## src/design/lvs_pkg.sv

```systemverilog
/*
 Constants shared by the pixel serializer, its receiver model and its bench.
 Assumes one system clock much faster than the pixel clock, so that
 every pixel clock edge is seen and seven serial slots fit in its period.
*/
// How it works
// - Each pixel clock cycle one 28-bit word is captured and sent in that period.
// - The 28 captured bits are spread over exactly four serial data lanes.
// - A fifth lane carries a clock pattern locked and aligned to the pixel clock.
// - Word holds 24 colour bits, line sync, frame sync and data valid, sent every cycle.
// - Every lane sends seven bit slots per pixel clock period.
// - A strap pin chooses rising or falling pixel clock edge for capture.
// - Serial format is identical whichever capture edge is chosen.
// - Powered up but pixel clock missing: all lanes and the clock lane are driven low.
// - No start-up order of power, clock, data or power-down is needed; releasing power-down with the pixel clock high looks like a rising edge.
// - Pixel clock stays within its allowed range; serialization works across it.
// - Clock recovery keeps tracking a slowly modulated spread-spectrum pixel clock.
// - While power-down is low all lane drivers are released.

package lvs_pkg;
   localparam int WORD_BITS = 28;
   localparam int LANES = 4;
   localparam int SLOTS = 7;
   localparam int COLOR_BITS = 24;
   // Bit position of word bit for lane l, slot s is l*SLOTS+s
   localparam int LINE_SYNC_POS = 24;
   localparam int FRAME_SYNC_POS = 25;
   localparam int VALID_POS = 26;
   localparam int SPARE_POS = 27;
   // Clock lane: high for slots 0,1,5,6 of each period, sent slot 0 first
   localparam logic [6:0] CLOCK_PATTERN = 7'h63;
   localparam logic [2:0] SLOT_LAST = 3'h6;
   localparam logic [2:0] SLOT_IDLE = 3'h7;
   // Pixel clock loss: no edge seen for this many system clock cycles
   localparam int LOSS_CYCLES = 32;
   localparam int LOSS_W = 6;
   localparam int CLK_PERIOD_NS = 50;
   localparam int POWER_DOWN_MIN_NS = 1000;
   localparam int POWER_DOWN_MIN_CYCLES =
      (POWER_DOWN_MIN_NS + CLK_PERIOD_NS - 1) / CLK_PERIOD_NS;
endpackage : lvs_pkg

```

## src/design/lvs_sync.sv

```systemverilog
/*
 Two-flop synchroniser for a group of level signals.
 Assumes inputs come from pins or another clock; cleared asynchronously.
*/
`timescale 1ns/1ps
`default_nettype none
module lvs_sync #(
   parameter int WIDTH = 1
) (
   // Clock, enable and clear
   input wire logic clk,
   input wire logic ce,
   input wire logic clear_n,
   // Level in and out
   input wire logic [WIDTH-1:0] d,
   output logic [WIDTH-1:0] q
);
   logic [WIDTH-1:0] meta;

   always_ff @(posedge clk or negedge clear_n) begin
      if (!clear_n) begin
         meta <= '0;
         q <= '0;
      end else if (ce) begin
         meta <= d;
         q <= meta;
      end
   end
endmodule : lvs_sync
`default_nettype wire

```

## src/design/lvs_serializer.sv

```systemverilog
/*
 Pixel serializer: captures a 28-bit pixel word per pixel clock period
 and sends it as seven slots on four data lanes plus a clock lane.
 Assumes clk is fast enough to see each pixel clock level (bench: 50 ns
 against 400 ns); all pins are asynchronous and synchronised here.
*/
`timescale 1ns/1ps
`default_nettype none
module lvs_serializer
   import lvs_pkg::*;
#(
   parameter int LOSS_LIMIT = LOSS_CYCLES
) (
   // Clock, reset, enable
   input wire logic clk,
   input wire logic reset,
   input wire logic ce,
   // Pins from the pixel source
   input wire logic pixel_clock_in,
   input wire logic [COLOR_BITS-1:0] color,
   input wire logic line_sync,
   input wire logic frame_sync,
   input wire logic pixel_data_valid,
   input wire logic spare,
   input wire logic sample_rising,
   input wire logic power_down_n,
   // Serial lanes
   output logic [LANES-1:0] lane_data,
   output logic lane_clock,
   output logic lane_oe
);
   // Counter must reach the limit and the limit must exceed one edge gap
   if (LOSS_LIMIT < 2 || LOSS_LIMIT >= (1 << LOSS_W)) begin : g_bad_limit
      $error("LOSS_LIMIT out of range");
   end

   ////////////////////////////////////////////////////////////////////
   // Synchronisers; power-down clears them at once
   logic [WORD_BITS-1:0] pin_word;
   logic [WORD_BITS-1:0] word_s;
   logic [1:0] ctl_s;
   logic pclk_s;
   logic pclk_prev;
   logic pd_s;
   logic pd_live;

   always_comb begin
      pin_word = '0;
      pin_word[COLOR_BITS-1:0] = color;
      pin_word[LINE_SYNC_POS] = line_sync;
      pin_word[FRAME_SYNC_POS] = frame_sync;
      pin_word[VALID_POS] = pixel_data_valid;
      pin_word[SPARE_POS] = spare;
   end

   // Data sees the same two flops as the clock, so it stays aligned
   lvs_sync #(.WIDTH(WORD_BITS)) u_word (
      .clk(clk), .ce(ce), .clear_n(power_down_n), .d(pin_word), .q(word_s)
   );
   lvs_sync #(.WIDTH(2)) u_ctl (
      .clk(clk), .ce(ce), .clear_n(power_down_n),
      .d({pixel_clock_in, sample_rising}), .q(ctl_s)
   );
   lvs_sync #(.WIDTH(1)) u_pd (
      .clk(clk), .ce(ce), .clear_n(power_down_n), .d(1'b1), .q(pd_s)
   );
   assign pclk_s = ctl_s[1];
   // Release of power-down waits two clocks; release with the pixel clock pin high looks like a rising edge
   assign pd_live = pd_s & ~reset;

   ////////////////////////////////////////////////////////////////////
   // Edge detect on the chosen pixel clock edge
   logic take;

   always_ff @(posedge clk or negedge power_down_n) begin
      if (!power_down_n) begin
         pclk_prev <= 1'b0;
      end else if (ce) begin
         // Tracks the pin through reset too, so release with the pin high
         // does not look like a rising edge
         pclk_prev <= pclk_s;
      end
   end

   // Either edge starts the same slot sequence
   assign take = pd_live &
      (ctl_s[0] ? (pclk_s & ~pclk_prev) : (~pclk_s & pclk_prev));

   ////////////////////////////////////////////////////////////////////
   // Clock loss detector
   logic [LOSS_W-1:0] idle_count;
   logic lost;

   always_ff @(posedge clk or negedge power_down_n) begin
      if (!power_down_n) begin
         idle_count <= '0;
         lost <= 1'b1;
      end else if (ce) begin
         if (!pd_live) begin
            idle_count <= '0;
            lost <= 1'b1;
         end else if (take) begin
            idle_count <= '0;
            lost <= 1'b0;
         end else if (idle_count == LOSS_W'(LOSS_LIMIT - 1)) begin
            lost <= 1'b1;
         end else begin
            idle_count <= idle_count + LOSS_W'(1);
         end
      end
   end

   ////////////////////////////////////////////////////////////////////
   // Capture and slot sequencing
   logic [WORD_BITS-1:0] held;
   logic [2:0] slot;

   // Each edge retriggers the sequence, so a slowly drifting period
   // is followed without any loop state
   always_ff @(posedge clk or negedge power_down_n) begin
      if (!power_down_n) begin
         held <= '0;
         slot <= SLOT_IDLE;
      end else if (ce) begin
         if (!pd_live) begin
            held <= '0;
            slot <= SLOT_IDLE;
         end else if (take) begin
            held <= word_s;
            slot <= '0;
         end else if (slot != SLOT_IDLE) begin
            slot <= (slot == SLOT_LAST) ? SLOT_IDLE : slot + 3'h1;
         end
      end
   end

   ////////////////////////////////////////////////////////////////////
   // Lane outputs
   genvar l;
   generate
      for (l = 0; l < LANES; l++) begin : g_lane
         always_ff @(posedge clk or negedge power_down_n) begin
            if (!power_down_n) begin
               lane_data[l] <= 1'b0;
            end else if (ce) begin
               if (!pd_live || lost || slot == SLOT_IDLE) begin
                  lane_data[l] <= 1'b0;
               end else begin
                  lane_data[l] <= held[l*SLOTS + int'(slot)];
               end
            end
         end
      end
   endgenerate

   always_ff @(posedge clk or negedge power_down_n) begin
      if (!power_down_n) begin
         lane_clock <= 1'b0;
         lane_oe <= 1'b0;
      end else if (ce) begin
         lane_oe <= pd_live;
         if (!pd_live || lost || slot == SLOT_IDLE) begin
            lane_clock <= 1'b0;
         end else begin
            lane_clock <= CLOCK_PATTERN[SLOT_LAST - slot];
         end
      end
   end
endmodule : lvs_serializer
`default_nettype wire

```

## config.mk

```make
export PLATFORM = sky130hd
export DESIGN_NAME = lvs_serializer
export DESIGN_NICKNAME = d
export VERILOG_FILES = /design/src/design/lvs_pkg.sv /design/src/design/lvs_sync.sv /design/src/design/lvs_serializer.sv
export SDC_FILE = /design/constraint.sdc
export NUM_CORES = 1
export LEC_CHECK = 0
export BUFFER_PORTS_ARGS = -buffer_cell sky130_fd_sc_hd__buf_2
export CAP_MARGIN = 30
export CORE_MARGIN = 4
export CORE_UTILIZATION = 45
export CTS_CLUSTER_DIAMETER = 30
export DETAILED_ROUTE_END_ITERATION = 7
export GPL_ROUTABILITY_DRIVEN = 0
export PLACE_DENSITY_LB_ADDON = 0.05
export SYNTH_ARGS = -nofsm -noshare
export SYNTH_HDL_FRONTEND = slang
export SYNTH_SLANG_ARGS = --single-unit
export TNS_END_PERCENT = 5
```

## constraint.sdc

```tcl
create_clock -name clk -period 2.9 [get_ports clk]
set_input_delay 0.145 -clock clk [delete_from_list [all_inputs] [get_ports clk]]
set_output_delay 0.145 -clock clk [all_outputs]
set_load 0.005 [all_outputs]
```

==> results of run 1 <==
-- registers in the layout, summed over array words and instances, names as in the netlist, 2 cells and up --
register and cells:
held 28, u_word.meta 28, u_word.q 28, idle_count 6
lane_data 4, slot 3, u_ctl.meta 2, u_ctl.q 2
-- cells in the mapped netlist (2+ instances only) --
library cell	number	area share, %
a21o_1	2	0.32
clkbuf_1	2	0.16
dfrtp_1	103	55
a31oi_1	2	0.27
o31ai_1	4	0.64
buf_4	2	0.32
mux4_2	7	3.4
dfstp_2	4	2.2
mux2_2	65	16
buf_2	11	1.2
nor3_1	2	0.21
mux4_1	3	1.7
mux2i_1	8	1.7
nand2_1	7	0.56
o21ai_0	5	0.53
nor2b_1	3	0.40
nand3_1	5	0.53
o211ai_1	2	0.32
inv_1	7	0.56
ha_1	8	2.1
nand3b_1	2	0.32
buf_6	4	0.96
nor2_1	6	0.48
a221oi_1	2	0.37
xor2_1	3	0.56
a22o_1	31	5.8
a21oi_1	7	0.74
-- metal layers --
metal	up-vias	share of wire, %
met5	-	0
met4	0	1.5
met3	10	4.0
met2	37	45
met1	1380	50
li1	1354	-
-- area by class of cell --
type                            count  area share (%)
Tap cell                          136            3.10
Multi-Input combinational cell    193            34.1
Sequential cell                   107            48.8
Inverter                            7           0.478
Clock inverter                      4           0.615
Timing Repair Buffer               76            10.3
Clock buffer                       12            2.64
-- power by group --
part	internal, mW	leakage (nW)	switching (mW)
sequential	1.70	1.32	0.140
combinational	0.465	1.07	0.411
clock	0.345	0.0876	0.495
-- cells by family (layout without fill, tap and decap cells) --
| family | Yosys count | in the layout | share of synthesized area, % |
|---|---|---|---|
| XOR/XNOR | 4 | 4 | 0.745 |
| AO/OA/AOI/OAI | 61 | 61 | 10.1 |
| multiplexers | 83 | 83 | 22.3 |
| adder cells (fa/ha/maj) | 8 | 8 | 2.13 |
| flip-flops | 107 | 107 | 57.0 |
| buffers and inverters | 26 | 99 | 3.17 |
| AND/OR/NAND/NOR | 37 | 37 | 4.55 |
-- worst max-delay path: stages (launching register included) --
cell,delay [ps]
dfstp_2,540
inv_1,70
ha_1,550
mux4_2,570
mux2i_1,160
a221oi_1,110
a21o_1,160
-- per-stage QoR --
stage / cells / worst slack [ps]
final: 535 / 643
after global routing: 535 / 511
after CTS: 535 / 617
after detailed placement: 488 / 641
after global placement: 488 / 694
after floorplan: 326 / 550
-- final timing paths --
| path | to | slack, ps | cells past startpoint |
|---|---|---|---|
| max in group asynchronous | lost | 1790 | 3 |
| setup / recovery | lane_data[1] | 640 | 6 |
| min in group asynchronous | u_ctl.q[1] | 370 | 2 |
| hold / removal | lost | 150 | 3 |
| hold reg to reg | u_pd.meta | 470 | 1 |
| setup reg to reg | lane_data[1] | 640 | 6 |
==> impl_table.tex, run 1 <==
\begin{tabular}{lr}
\hline
Metric & Value \\
\hline
\multicolumn{2}{l}{\textbf{Run status}} \\
\quad Status & finished, final reports clean \\
\multicolumn{2}{l}{\textbf{Worst hold path}} \\
\quad Min-delay src & ce \\
\quad Class of the tightest hold or removal check & input pin to register \\
\multicolumn{2}{l}{\textbf{Routing}} \\
\quad DR vias & 2781 \\
\quad Vias per inst & 5.20 \\
\quad Routed Wire Length & 8250 um \\
\quad Drc violations & 0 \\
\quad Iter 0 DRT Violations & 137 \\
\quad Detailed-routing iteration count for the pre-antenna-repair pass & 4 \\
\quad Routed wire per std cell & 15.4 um \\
\quad Number of routed nets with antenna violations & 0 \\
\multicolumn{2}{l}{\textbf{CTS}} \\
\quad Post-CTS setup buffer count & 0 \\
\quad H-tree lvl count & 3 \\
\quad Buffer cell driving the clock tree root & clkbuf\_8 \\
\quad Sink count of the clock tree & 107 \\
\quad Hold-fix buffer count after cts & 31 \\
\quad Clock buffers created by TritonCTS & 9 \\
\quad PostCTS Resize Cnt & 0 \\
\quad Clock slew at reported path FFs & 100 ps \\
\quad CTS tree & yes \\
\quad Maximum buffer depth of the clock tree & 2 \\
\quad Clock latency of the later-clocked register in the worst-skew pair & 370 ps \\
\multicolumn{2}{l}{\textbf{Layout}} \\
\quad Most common cell after layout, fill and taps aside & dfrtp\_1 \\
\quad Cell area after layout & 5500 um\^{}2 \\
\quad Fill cell count & 884 \\
\quad Fraction of layout cells with a size suffix above 1 & 35.3\% \\
\quad Antenna cells & 0 \\
\quad Area of combinational cells with multiple inputs & 1870 um\^{}2 \\
\quad Highest-count cells in the layout ignoring fill and taps & dfrtp\_1 (103), mux2\_2 (65), buf\_2 (38) \\
\quad Synthesis-to-layout area growth & 16.8\% \\
\quad Combined flip-flop and latch cell area & 2680 um\^{}2 \\
\quad Final nets & 436 \\
\quad Final standard cell utilization of the core & 53.7\% \\
\multicolumn{2}{l}{\textbf{STA}} \\
\quad Setup repair after global routing missed its margin & false \\
\quad Final Cycle Share & 77.8\% \\
\quad Post-Route Hold Slack & 154 ps \\
\quad Time the worst path needs with I/O delays and setup & 2260 ps \\
\quad Final hold violation count & 0 \\
\quad Headroom to the max-slew limit & 53.0\% \\
\quad Slew at the pin closest to its max-slew limit & 704 ps \\
\quad Max frequency & 443 MHz \\
\quad Count of pins over their slew limit & 0 \\
\quad Worst Skew & 11.5 ps \\
\quad \# setup viols final & 0 \\
\quad Sum Neg Setup Slack & 0 ps \\
\multicolumn{2}{l}{\textbf{Yosys}} \\
\quad Synth Instances & 326 \\
\quad Mean area per synthesized cell & 14.4 um\^{}2 \\
\quad Number of nets in the synthesized netlist & 368 \\
\quad Portion of the post-synthesis area used by sequential elements & 57.0\% \\
\quad Number of distinct standard cells referenced by the synthesized netlist & 46 \\
\quad Async set or reset register ratio after synthesis & 100\% \\
\quad Most frequently used flop master after synthesis & dfrtp\_1 \\
\quad Netlist area before placement & 4700 um\^{}2 \\
\quad Number of register bits inferred by synthesis & 107 \\
\quad Number of flops mapped to enable cells by yosys & 0 \\
\quad Yosys warning total & 0 \\
\multicolumn{2}{l}{\textbf{Placement}} \\
\quad Number of input and output port buffers inserted & 39 \\
\quad Area after detailed placement & 5010 um\^{}2 \\
\quad Detailed placer's ending HPWL & 5600 um \\
\multicolumn{2}{l}{\textbf{Global route}} \\
\quad GRT Util Overall & 15.1\% \\
\quad Maximum number of pins on one net before global-route repair & 57 \\
\quad Busiest metal layer after global routing & met1 \\
\quad Vias in the first global route & 2754 \\
\quad Met3 routing resource usage after global routing & 4.14\% \\
\quad Wire length of the first global-routing pass & 14100 um \\
\quad Number of antenna violations at the first check in global routing & 0 \\
\quad Met1 global-route usage & 21.9\% \\
\quad Met2 capacity usage during global routing & 21.9\% \\
\quad GR Overflow Total & 0 \\
\multicolumn{2}{l}{\textbf{Critical path}} \\
\quad CP max FO & 10 \\
\quad Arrival time reported for the critical path endpoint & 2530 ps \\
\quad Data required time at the worst endpoint & 3170 ps \\
\quad Type of the worst setup path & register to register \\
\quad Worst reg2reg startpoint & slot[1] \\
\quad Crit. Startpoint & slot[1] \\
\quad Element type at the critical path end & register \\
\quad Critical path launch point type & register \\
\multicolumn{2}{l}{\textbf{Floorplanning}} \\
\quad Row count & 37 \\
\quad Boundary pin count & 40 \\
\quad Floorplan die area & 12200 um\^{}2 \\
\quad Die width & 110 um \\
\quad Core box area & 10200 um\^{}2 \\
\quad Floorplan die height & 110 um \\
\quad Effective utilization at floorplan & 46.0\% \\
\multicolumn{2}{l}{\textbf{Power and ir drop}} \\
\quad Post-layout total power & 3.56 mW \\
\quad Static Leak & 2.48 nW \\
\quad Power per cell area & 647 nW/um\^{}2 \\
\quad Max VDD drop & 0.000392 V \\
\multicolumn{2}{l}{\textbf{Flow run}} \\
\quad Max Cap Violations & 0 \\
\hline
\end{tabular}
No activity file was read; power rests on OpenSTA's default activity.
==> run 2: changes to the inputs <==
--- a/config.mk
+++ b/config.mk
@@ -5,6 +5,7 @@
 export SDC_FILE = /design/constraint.sdc
 export NUM_CORES = 1
 export LEC_CHECK = 0
+export ABC_AREA = 1
 export BUFFER_PORTS_ARGS = -buffer_cell sky130_fd_sc_hd__buf_2
 export CAP_MARGIN = 30
 export CORE_MARGIN = 4
==> constraint.sdc (replaced) <==
create_clock -name clk -period 2 [get_ports clk]
set_input_delay 0.1 -clock clk [delete_from_list [all_inputs] [get_ports clk]]
set_output_delay 0.1 -clock clk [all_outputs]
set_load 0.005 [all_outputs]
==> run 2 against run 1 <==
- clock power grew 45%
- power up 47%
- combinational power grew 72%
- count of clock-buffer cells in the layout down 1
- critical path type unchanged
==> impl_table.tex, run 2 <==
\begin{tabular}{lr}
\hline
Metric & Value \\
\hline
\multicolumn{2}{l}{\textbf{Critical path}} \\
\quad CP max FO & 7 (-3) \\
\quad Element type at the critical path end & register \\
\quad Type of the worst setup path & register to register \\
\quad Critical path launch point type & register \\
\quad Data required time at the worst endpoint & 2330 ps (-840 ps) \\
\quad Arrival time reported for the critical path endpoint & 2040 ps (-490 ps) \\
\multicolumn{2}{l}{\textbf{Yosys}} \\
\quad Async set or reset register ratio after synthesis & 100\% (unchanged) \\
\quad Mean area per synthesized cell & 8.58 um\^{}2 (-41\%) \\
\quad Number of flops mapped to enable cells by yosys & 0 (unchanged) \\
\quad Most frequently used flop master after synthesis & dfrtp\_1 \\
\quad Netlist area before placement & 4990 um\^{}2 (+6.1\%) \\
\quad Share of synthesized area spent on multiplexers & 0\% (-22 points) \\
\quad Top-area cell type share of the netlist area & 51.6\% (-3.2 points) \\
\quad Share of the synthesized area in compound gates (AO/OA/AOI/OAI) & 12.7\% (+2.7 points) \\
\quad Number of distinct standard cells referenced by the synthesized netlist & 30 (-35\%) \\
\quad Main combinational cell family by area after synthesis & simple AND/OR/NAND/NOR gates \\
\quad Number of register bits inferred by synthesis & 107 (unchanged) \\
\quad Simple logic cell fraction of the synthesized area & 22.1\% (+18 points) \\
\quad Xor/xnor share of the synthesized area & 0.351\% (-0.39 points) \\
\quad Number of nets in the synthesized netlist & 624 (+70\%) \\
\quad Leading area contributor after synthesis & dfrtp\_1 \\
\quad Portion of the post-synthesis area used by sequential elements & 53.7\% (-3.3 points) \\
\quad Post-synthesis adder-cell area fraction & 2.01\% (-0.12 points) \\
\quad Cell with the most instances after synthesis & nand2\_1 \\
\quad Yosys warning total & 0 (unchanged) \\
\quad Synth Instances & 582 (+79\%) \\
\quad Most frequent cells after synthesis & nand2\_1 (201), dfrtp\_1 (103), inv\_1 (75), o21ai\_0 (52), nand3\_1 (40) \\
\quad Ranking of synthesized cells by area & dfrtp\_1 (52\%), nand2\_1 (15\%), inv\_1 (5.6\%) \\
\multicolumn{2}{l}{\textbf{STA}} \\
\quad Worst Skew & 7.99 ps (-3.48 ps) \\
\quad Final critical-path setup slack & 294 ps (-349 ps) \\
\quad Time the worst path needs with I/O delays and setup & 1710 ps (-551 ps) \\
\quad Sum Neg Setup Slack & 0 ps (unchanged) \\
\quad Setup repair after global routing missed its margin & false \\
\quad Count of pins over their slew limit & 0 (unchanged) \\
\quad \# setup viols final & 0 (unchanged) \\
\quad Max frequency & 586 MHz (+32\%) \\
\quad Final hold violation count & 0 (unchanged) \\
\quad Headroom to the max-slew limit & 62.2\% (+9.1 points) \\
\quad Slew at the pin closest to its max-slew limit & 568 ps (-137 ps) \\
\quad Final Cycle Share & 85.3\% (+7.5 points) \\
\multicolumn{2}{l}{\textbf{CTS}} \\
\quad CTS tree & yes \\
\quad Hold-fix buffer count after cts & 32 (+3.2\%) \\
\quad Clock latency of the later-clocked register in the worst-skew pair & 390 ps (+20 ps) \\
\quad Post-CTS setup buffer count & 0 (unchanged) \\
\quad Sink count of the clock tree & 107 (unchanged) \\
\quad PostCTS Resize Cnt & 0 (unchanged) \\
\quad Clock slew at reported path FFs & 90 ps (about the same) \\
\quad H-tree lvl count & 3 (unchanged) \\
\quad Buffer cell driving the clock tree root & clkbuf\_8 \\
\quad Maximum buffer depth of the clock tree & 2 (unchanged) \\
\quad Clock buffers created by TritonCTS & 9 (unchanged) \\
\multicolumn{2}{l}{\textbf{Routing}} \\
\quad Metal2 WL & 4430 um (+21\%) \\
\quad Detailed-routing iteration count for the pre-antenna-repair pass & 5 (+1) \\
\quad Number of routed nets with antenna violations & 0 (unchanged) \\
\quad Detailed route wirelength on metal3 & 449 um (+36\%) \\
\quad Routed wire per std cell & 12.6 um (-19\%) \\
\quad Vias per inst & 4.70 (-9.6\%) \\
\quad Iter 0 DRT Violations & 227 (+66\%) \\
\quad Drc violations & 0 (unchanged) \\
\quad Metal-1 WL & 4920 um (+19\%) \\
\quad Routed Wire Length & 9970 um (+21\%) \\
\quad Highest Signal Layer & met4 \\
\quad DR vias & 3733 (+34\%) \\
\multicolumn{2}{l}{\textbf{Global route}} \\
\quad Maximum number of pins on one net before global-route repair & 69 (+21\%) \\
\quad GR Overflow Total & 0 (unchanged) \\
\quad Vias in the first global route & 3832 (+39\%) \\
\quad Number of antenna violations at the first check in global routing & 0 (unchanged) \\
\quad Wire length of the first global-routing pass & 18100 um (+28\%) \\
\quad GRT Util Overall & 17.4\% (+2.3 points) \\
\multicolumn{2}{l}{\textbf{Layout}} \\
\quad Registers with the highest flip-flop counts & held: 28 flops, u\_word.meta: 28 flops, u\_word.q: 28 flops \\
\quad Fill cell count & 1013 (+15\%) \\
\quad Most common cell after layout, fill and taps aside & nand2\_1 \\
\quad Final standard cell utilization of the core & 53.6\% (-0.064 points) \\
\quad Combined flip-flop and latch cell area & 2680 um\^{}2 (unchanged) \\
\quad Final nets & 691 (+58\%) \\
\quad Synthesis-to-layout area growth & 16.5\% \\
\quad Fraction of layout cells with a size suffix above 1 & 16.1\% (-19 points) \\
\quad Area of combinational cells with multiple inputs & 1850 um\^{}2 (-0.94\%) \\
\quad Highest-count cells in the layout ignoring fill and taps & nand2\_1 (201), dfrtp\_1 (103), inv\_1 (75) \\
\quad Cell area after layout & 5820 um\^{}2 (+5.8\%) \\
\quad Antenna cells & 0 (unchanged) \\
\multicolumn{2}{l}{\textbf{Power and ir drop}} \\
\quad Static Leak & 2.99 nW (+20\%) \\
\quad Power per cell area & 896 nW/um\^{}2 (+38\%) \\
\quad Max VDD drop & 0.000561 V (+43\%) \\
\quad Post-layout total power & 5.21 mW (+47\%) \\
\multicolumn{2}{l}{\textbf{Floorplanning}} \\
\quad Floorplan die area & 12800 um\^{}2 (+5.7\%) \\
\quad Core box area & 10800 um\^{}2 (+6.0\%) \\
\quad Die width & 113 um (+2.8\%) \\
\quad Floorplan die height & 113 um (+2.8\%) \\
\quad Row count & 38 (+2.7\%) \\
\quad Boundary pin count & 40 (unchanged) \\
\quad Effective utilization at floorplan & 46.0\% (+0.071 points) \\
\multicolumn{2}{l}{\textbf{Placement}} \\
\quad Area after detailed placement & 5320 um\^{}2 (+6.2\%) \\
\quad Number of input and output port buffers inserted & 39 (unchanged) \\
\quad Worst-case setup slack after placement & 328 ps (-313 ps) \\
\quad Detailed placer's ending HPWL & 6720 um (+20\%) \\
\multicolumn{2}{l}{\textbf{Flow run}} \\
\quad Max Cap Violations & 0 (unchanged) \\
\multicolumn{2}{l}{\textbf{Worst hold path}} \\
\quad Class of the tightest hold or removal check & input pin to register \\
\multicolumn{2}{l}{\textbf{Run status}} \\
\quad Status & finished, final reports clean \\
\hline
\end{tabular}
## run 2: changes by cell type in the layout (fill, tap and decap cells not counted), moves of 31 or more
cell	delta
nand3_1	+35
nand2_1	+194
mux2_2	-65
a22o_1	-31
o21ai_0	+47
inv_1	+68
## run 2: path summary, 6_finish.rpt
check | from | endpoint | slack [ps] | depth (start not counted)
setup / recovery | slot[0] | lane_data[3] | 290 | 9
hold / removal | reset | lane_oe | 20 | 4
setup reg to reg | slot[0] | lane_data[3] | 290 | 9
hold reg to reg | u_word.meta[7] | u_word.meta[7] | 480 | 2
max in group asynchronous | power_down_n | held[18] | 1110 | 3
min in group asynchronous | power_down_n | u_word.meta[15] | 230 | 2
## run 2: report_power, final
part	leakage, nW	switching, mW	internal (mW)
logic	1.53	0.940	0.575
registers	1.37	0.101	2.38
clock network	0.0937	0.727	0.492
total	2.99	1.77	3.44
## run 2: critical path, stage by stage (launching register included)
cell and delay, ps:
dfstp_2 560, inv_1 60, ha_1 350, inv_1 200, o21ai_0 120, o22ai_1 120
nand2_1 70, nand2_1 60, nand2_1 50, nand2_1 50
## run 2: logic make-up after synthesis
logic type	Yosys count
XOR/XNOR	2
buffers and inverters	106
adder cells (fa/ha/maj)	8
flip-flops	107
AO/OA/AOI/OAI	93
AND/OR/NAND/NOR	266
## run 2: cell type report
cell class / instances / area share, %
clock buffers: 11 / 2.43
clock inverters: 5 / 0.624
inverters: 78 / 5.12
multi-input cells: 369 / 31.9
flip-flops and latches: 107 / 46.1
well taps: 140 / 3.01
repair buffers: 84 / 10.8
## run 2: stage by stage
| step | hold WS [ps] | cells |
|---|---|---|
| 3_3_place_gp | 127 | 746 |
| 4_1_cts | 1.56 | 794 |
| 6_report | 21.9 | 794 |
| 2_1_floorplan | -196 | 582 |
| 5_1_grt | 28.8 | 794 |
| 3_5_place_dp | 136 | 746 |
## run 2: per-layer routing
metal / track usage (%) / vias to the layer above
li1: - / 1959
met1: 23.7 / 1688
met2: 26.7 / 71
met3: 4.60 / 15
met4: 6.97 / 0
met5: 0 / -
==> run 3: changes to the inputs <==
--- a/config.mk
+++ b/config.mk
@@ -14,6 +14,7 @@
 export DETAILED_ROUTE_END_ITERATION = 7
 export GPL_ROUTABILITY_DRIVEN = 0
 export PLACE_DENSITY_LB_ADDON = 0.05
+export RECOVER_POWER = 25
 export SYNTH_ARGS = -nofsm -noshare
 export SYNTH_HDL_FRONTEND = slang
 export SYNTH_SLANG_ARGS = --single-unit
==> run 3 against run 2 <==
- register-to-register slack hardly changed
- fmax is 0.19% higher
- die area stayed put
- design area is 0.26% lower
- worst hold slack hardly changed
- combinational power hardly changed
- clock skew hardly changed
- critical path type unchanged
- critical endpoint unchanged
- largest power group unchanged
==> impl_table.tex, run 3 (synthesis results as in run 2) <==
\begin{tabular}{lr}
\hline
Metric & Value \\
\hline
\multicolumn{2}{l}{\textbf{Routing}} \\
\quad Routed wire per std cell & 12.6 um (+0.21\%) \\
\quad Detailed-routing iteration count for the pre-antenna-repair pass & 4 (-1) \\
\quad Routed Wire Length & 9990 um (+0.21\%) \\
\quad DR vias & 3732 (-0.027\%) \\
\quad Drc violations & 0 (unchanged) \\
\quad Vias per inst & 4.70 (about the same) \\
\quad Number of routed nets with antenna violations & 0 (unchanged) \\
\quad Iter 0 DRT Violations & 238 (+4.8\%) \\
\multicolumn{2}{l}{\textbf{STA}} \\
\quad \# setup viols final & 0 (unchanged) \\
\quad Final hold violation count & 0 (unchanged) \\
\quad Final Cycle Share & 85.1\% (-0.16 points) \\
\quad Worst Skew & 8.04 ps (+0.0473 ps) \\
\quad Max frequency & 587 MHz (+0.19\%) \\
\quad Time the worst path needs with I/O delays and setup & 1700 ps (-3.30 ps) \\
\quad Headroom to the max-slew limit & 30.2\% (-32 points) \\
\quad Setup repair after global routing missed its margin & false \\
\quad Count of pins over their slew limit & 0 (unchanged) \\
\quad Slew at the pin closest to its max-slew limit & 1050 ps (+479 ps) \\
\quad Sum Neg Setup Slack & 0 ps (unchanged) \\
\multicolumn{2}{l}{\textbf{Global route}} \\
\quad Maximum number of pins on one net before global-route repair & 69 (unchanged) \\
\quad GR Overflow Total & 0 (unchanged) \\
\quad GRT Util Overall & 17.4\% (unchanged) \\
\quad Wire length of the first global-routing pass & 18100 um (unchanged) \\
\quad Number of antenna violations at the first check in global routing & 0 (unchanged) \\
\quad Met3 routing resource usage after global routing & 4.60\% (unchanged) \\
\quad Vias in the first global route & 3832 (unchanged) \\
\quad Busiest metal layer after global routing & met2 \\
\quad Met2 capacity usage during global routing & 26.7\% (unchanged) \\
\quad Met1 global-route usage & 23.7\% (unchanged) \\
\multicolumn{2}{l}{\textbf{Layout}} \\
\quad Final standard cell utilization of the core & 53.5\% (-0.14 points) \\
\quad Highest-count cells in the layout ignoring fill and taps & nand2\_1 (201), dfrtp\_1 (103), inv\_1 (75) \\
\quad Most common cell after layout, fill and taps aside & nand2\_1 \\
\quad Fraction of layout cells with a size suffix above 1 & 16.1\% (unchanged) \\
\quad Synthesis-to-layout area growth & 16.2\% \\
\quad Antenna cells & 0 (unchanged) \\
\quad Registers with the highest flip-flop counts & held: 28 flops, u\_word.meta: 28 flops, u\_word.q: 28 flops \\
\quad Final nets & 691 (unchanged) \\
\quad Number of standard cells in the final layout excluding fillers & 794 (unchanged) \\
\multicolumn{2}{l}{\textbf{CTS}} \\
\quad Clock slew at reported path FFs & 90 ps (about the same) \\
\quad Sink count of the clock tree & 107 (unchanged) \\
\quad Post-CTS setup buffer count & 0 (unchanged) \\
\quad H-tree lvl count & 3 (unchanged) \\
\quad CTS tree & yes \\
\quad Buffer cell driving the clock tree root & clkbuf\_8 \\
\quad Maximum buffer depth of the clock tree & 2 (unchanged) \\
\quad Clock buffers created by TritonCTS & 9 (unchanged) \\
\quad Clock latency of the later-clocked register in the worst-skew pair & 390 ps (about the same) \\
\multicolumn{2}{l}{\textbf{Worst hold path}} \\
\quad Class of the tightest hold or removal check & input pin to register \\
\multicolumn{2}{l}{\textbf{Floorplanning}} \\
\quad Boundary pin count & 40 (unchanged) \\
\quad Core box area & 10800 um\^{}2 (unchanged) \\
\quad Die width & 113 um (unchanged) \\
\quad Effective utilization at floorplan & 46.0\% (unchanged) \\
\quad Floorplan die area & 12800 um\^{}2 (unchanged) \\
\quad Floorplan die height & 113 um (unchanged) \\
\quad Row count & 38 (unchanged) \\
\multicolumn{2}{l}{\textbf{Run status}} \\
\quad Status & finished, final reports clean \\
\multicolumn{2}{l}{\textbf{Critical path}} \\
\quad Type of the worst setup path & register to register \\
\quad Element type at the critical path end & register \\
\quad CP max FO & 7 (unchanged) \\
\quad Crit path max-delay family & flip-flops \\
\quad Arrival time reported for the critical path endpoint & 2030 ps (about the same) \\
\quad Data required time at the worst endpoint & 2330 ps (about the same) \\
\quad Longest individual stage delay on the worst path & 560 ps (about the same) \\
\quad Critical path launch point type & register \\
\quad Crit-path most repeated cell & nand2\_1 \\
\quad Cell Chain, Critical Path & inv\_1, ha\_1, inv\_1, o21ai\_0, o22ai\_1, nand2\_1, nand2\_1, nand2\_1, nand2\_1 \\
\quad Worst-path cell with the longest stage delay & dfstp\_2 \\
\quad CP bufs+invs & 2 (unchanged) \\
\multicolumn{2}{l}{\textbf{Placement}} \\
\quad Detailed placer's ending HPWL & 6720 um (unchanged) \\
\quad Placed cell count & 746 (unchanged) \\
\quad Number of input and output port buffers inserted & 39 (unchanged) \\
\multicolumn{2}{l}{\textbf{Power and ir drop}} \\
\quad Static Leak & 2.98 nW (-0.18\%) \\
\quad Power per cell area & 898 nW/um\^{}2 (+0.18\%) \\
\quad Max VDD drop & 0.000561 V (about the same) \\
\multicolumn{2}{l}{\textbf{Flow run}} \\
\quad Max Cap Violations & 0 (unchanged) \\
\hline
\end{tabular}
run 3: power breakdown:
group          internal [mW]  switching [mW]  total [mW]
logic                  0.571           0.939        1.51
registers               2.38           0.102        2.48
clock network          0.492           0.727        1.22
total                   3.44            1.77        5.21
run 3: final timing paths:
| path | depth (start not counted) | start | endpoint | slack (ps) |
|---|---|---|---|---|
| max | 9 | slot[0] | lane_data[3] | 300 |
| min | 4 | reset | lane_oe | 20 |
| max reg2reg | 9 | slot[0] | lane_data[3] | 300 |
| min reg2reg | 2 | u_word.meta[7] | u_word.meta[7] | 480 |
| max in group asynchronous | 3 | power_down_n | slot[2] | 410 |
| min in group asynchronous | 2 | power_down_n | u_word.meta[15] | 420 |
run 3: cell type report:
cell class	count	area, um^2
Fill cell	1016	5040
Sequential cell	107	2680
Multi-Input combinational cell	369	1850
Timing Repair Buffer	84	613
Inverter	78	298
Tap cell	140	175
Clock buffer	11	141
Clock inverter	5	36.3
run 3: tightest hold or removal path, stage by stage:
cell	delay [ps]
buf_2	100
nor2_4	70
nand2_2	70
nand2_1	40
run 3: repair_timing:
item / 4_1_cts / 5_1_grt
gates resized for setup: 0 / 0
hold buffers: 32 / 0
endpoints found under the hold margin: 71 / 0
run 3: per-layer routing:
| layer | up-vias | routed length (um) | part of all wire [%] |
|---|---|---|---|
| li1 | 1960 | - | - |
| met1 | 1686 | 4930 | 49 |
| met2 | 71 | 4450 | 45 |
| met3 | 15 | 443 | 4.4 |
| met4 | 0 | 171 | 1.7 |
| met5 | - | 0 | 0 |
run 3: stage by stage:
| stage | area, um^2 | hold WS (ps) | power [mW] | setup WS [ps] |
|---|---|---|---|---|
| detailed placement | 5320 | 136 | 3.98 | 328 |
| floorplan | 4990 | -196 | 3.59 | 88.0 |
| global route | 5800 | 28.8 | 5.62 | 101 |
| global placement | 5320 | 127 | 3.96 | 361 |
| finish | 5800 | 22.2 | 5.21 | 297 |
| CTS | 5820 | 1.56 | 5.28 | 299 |
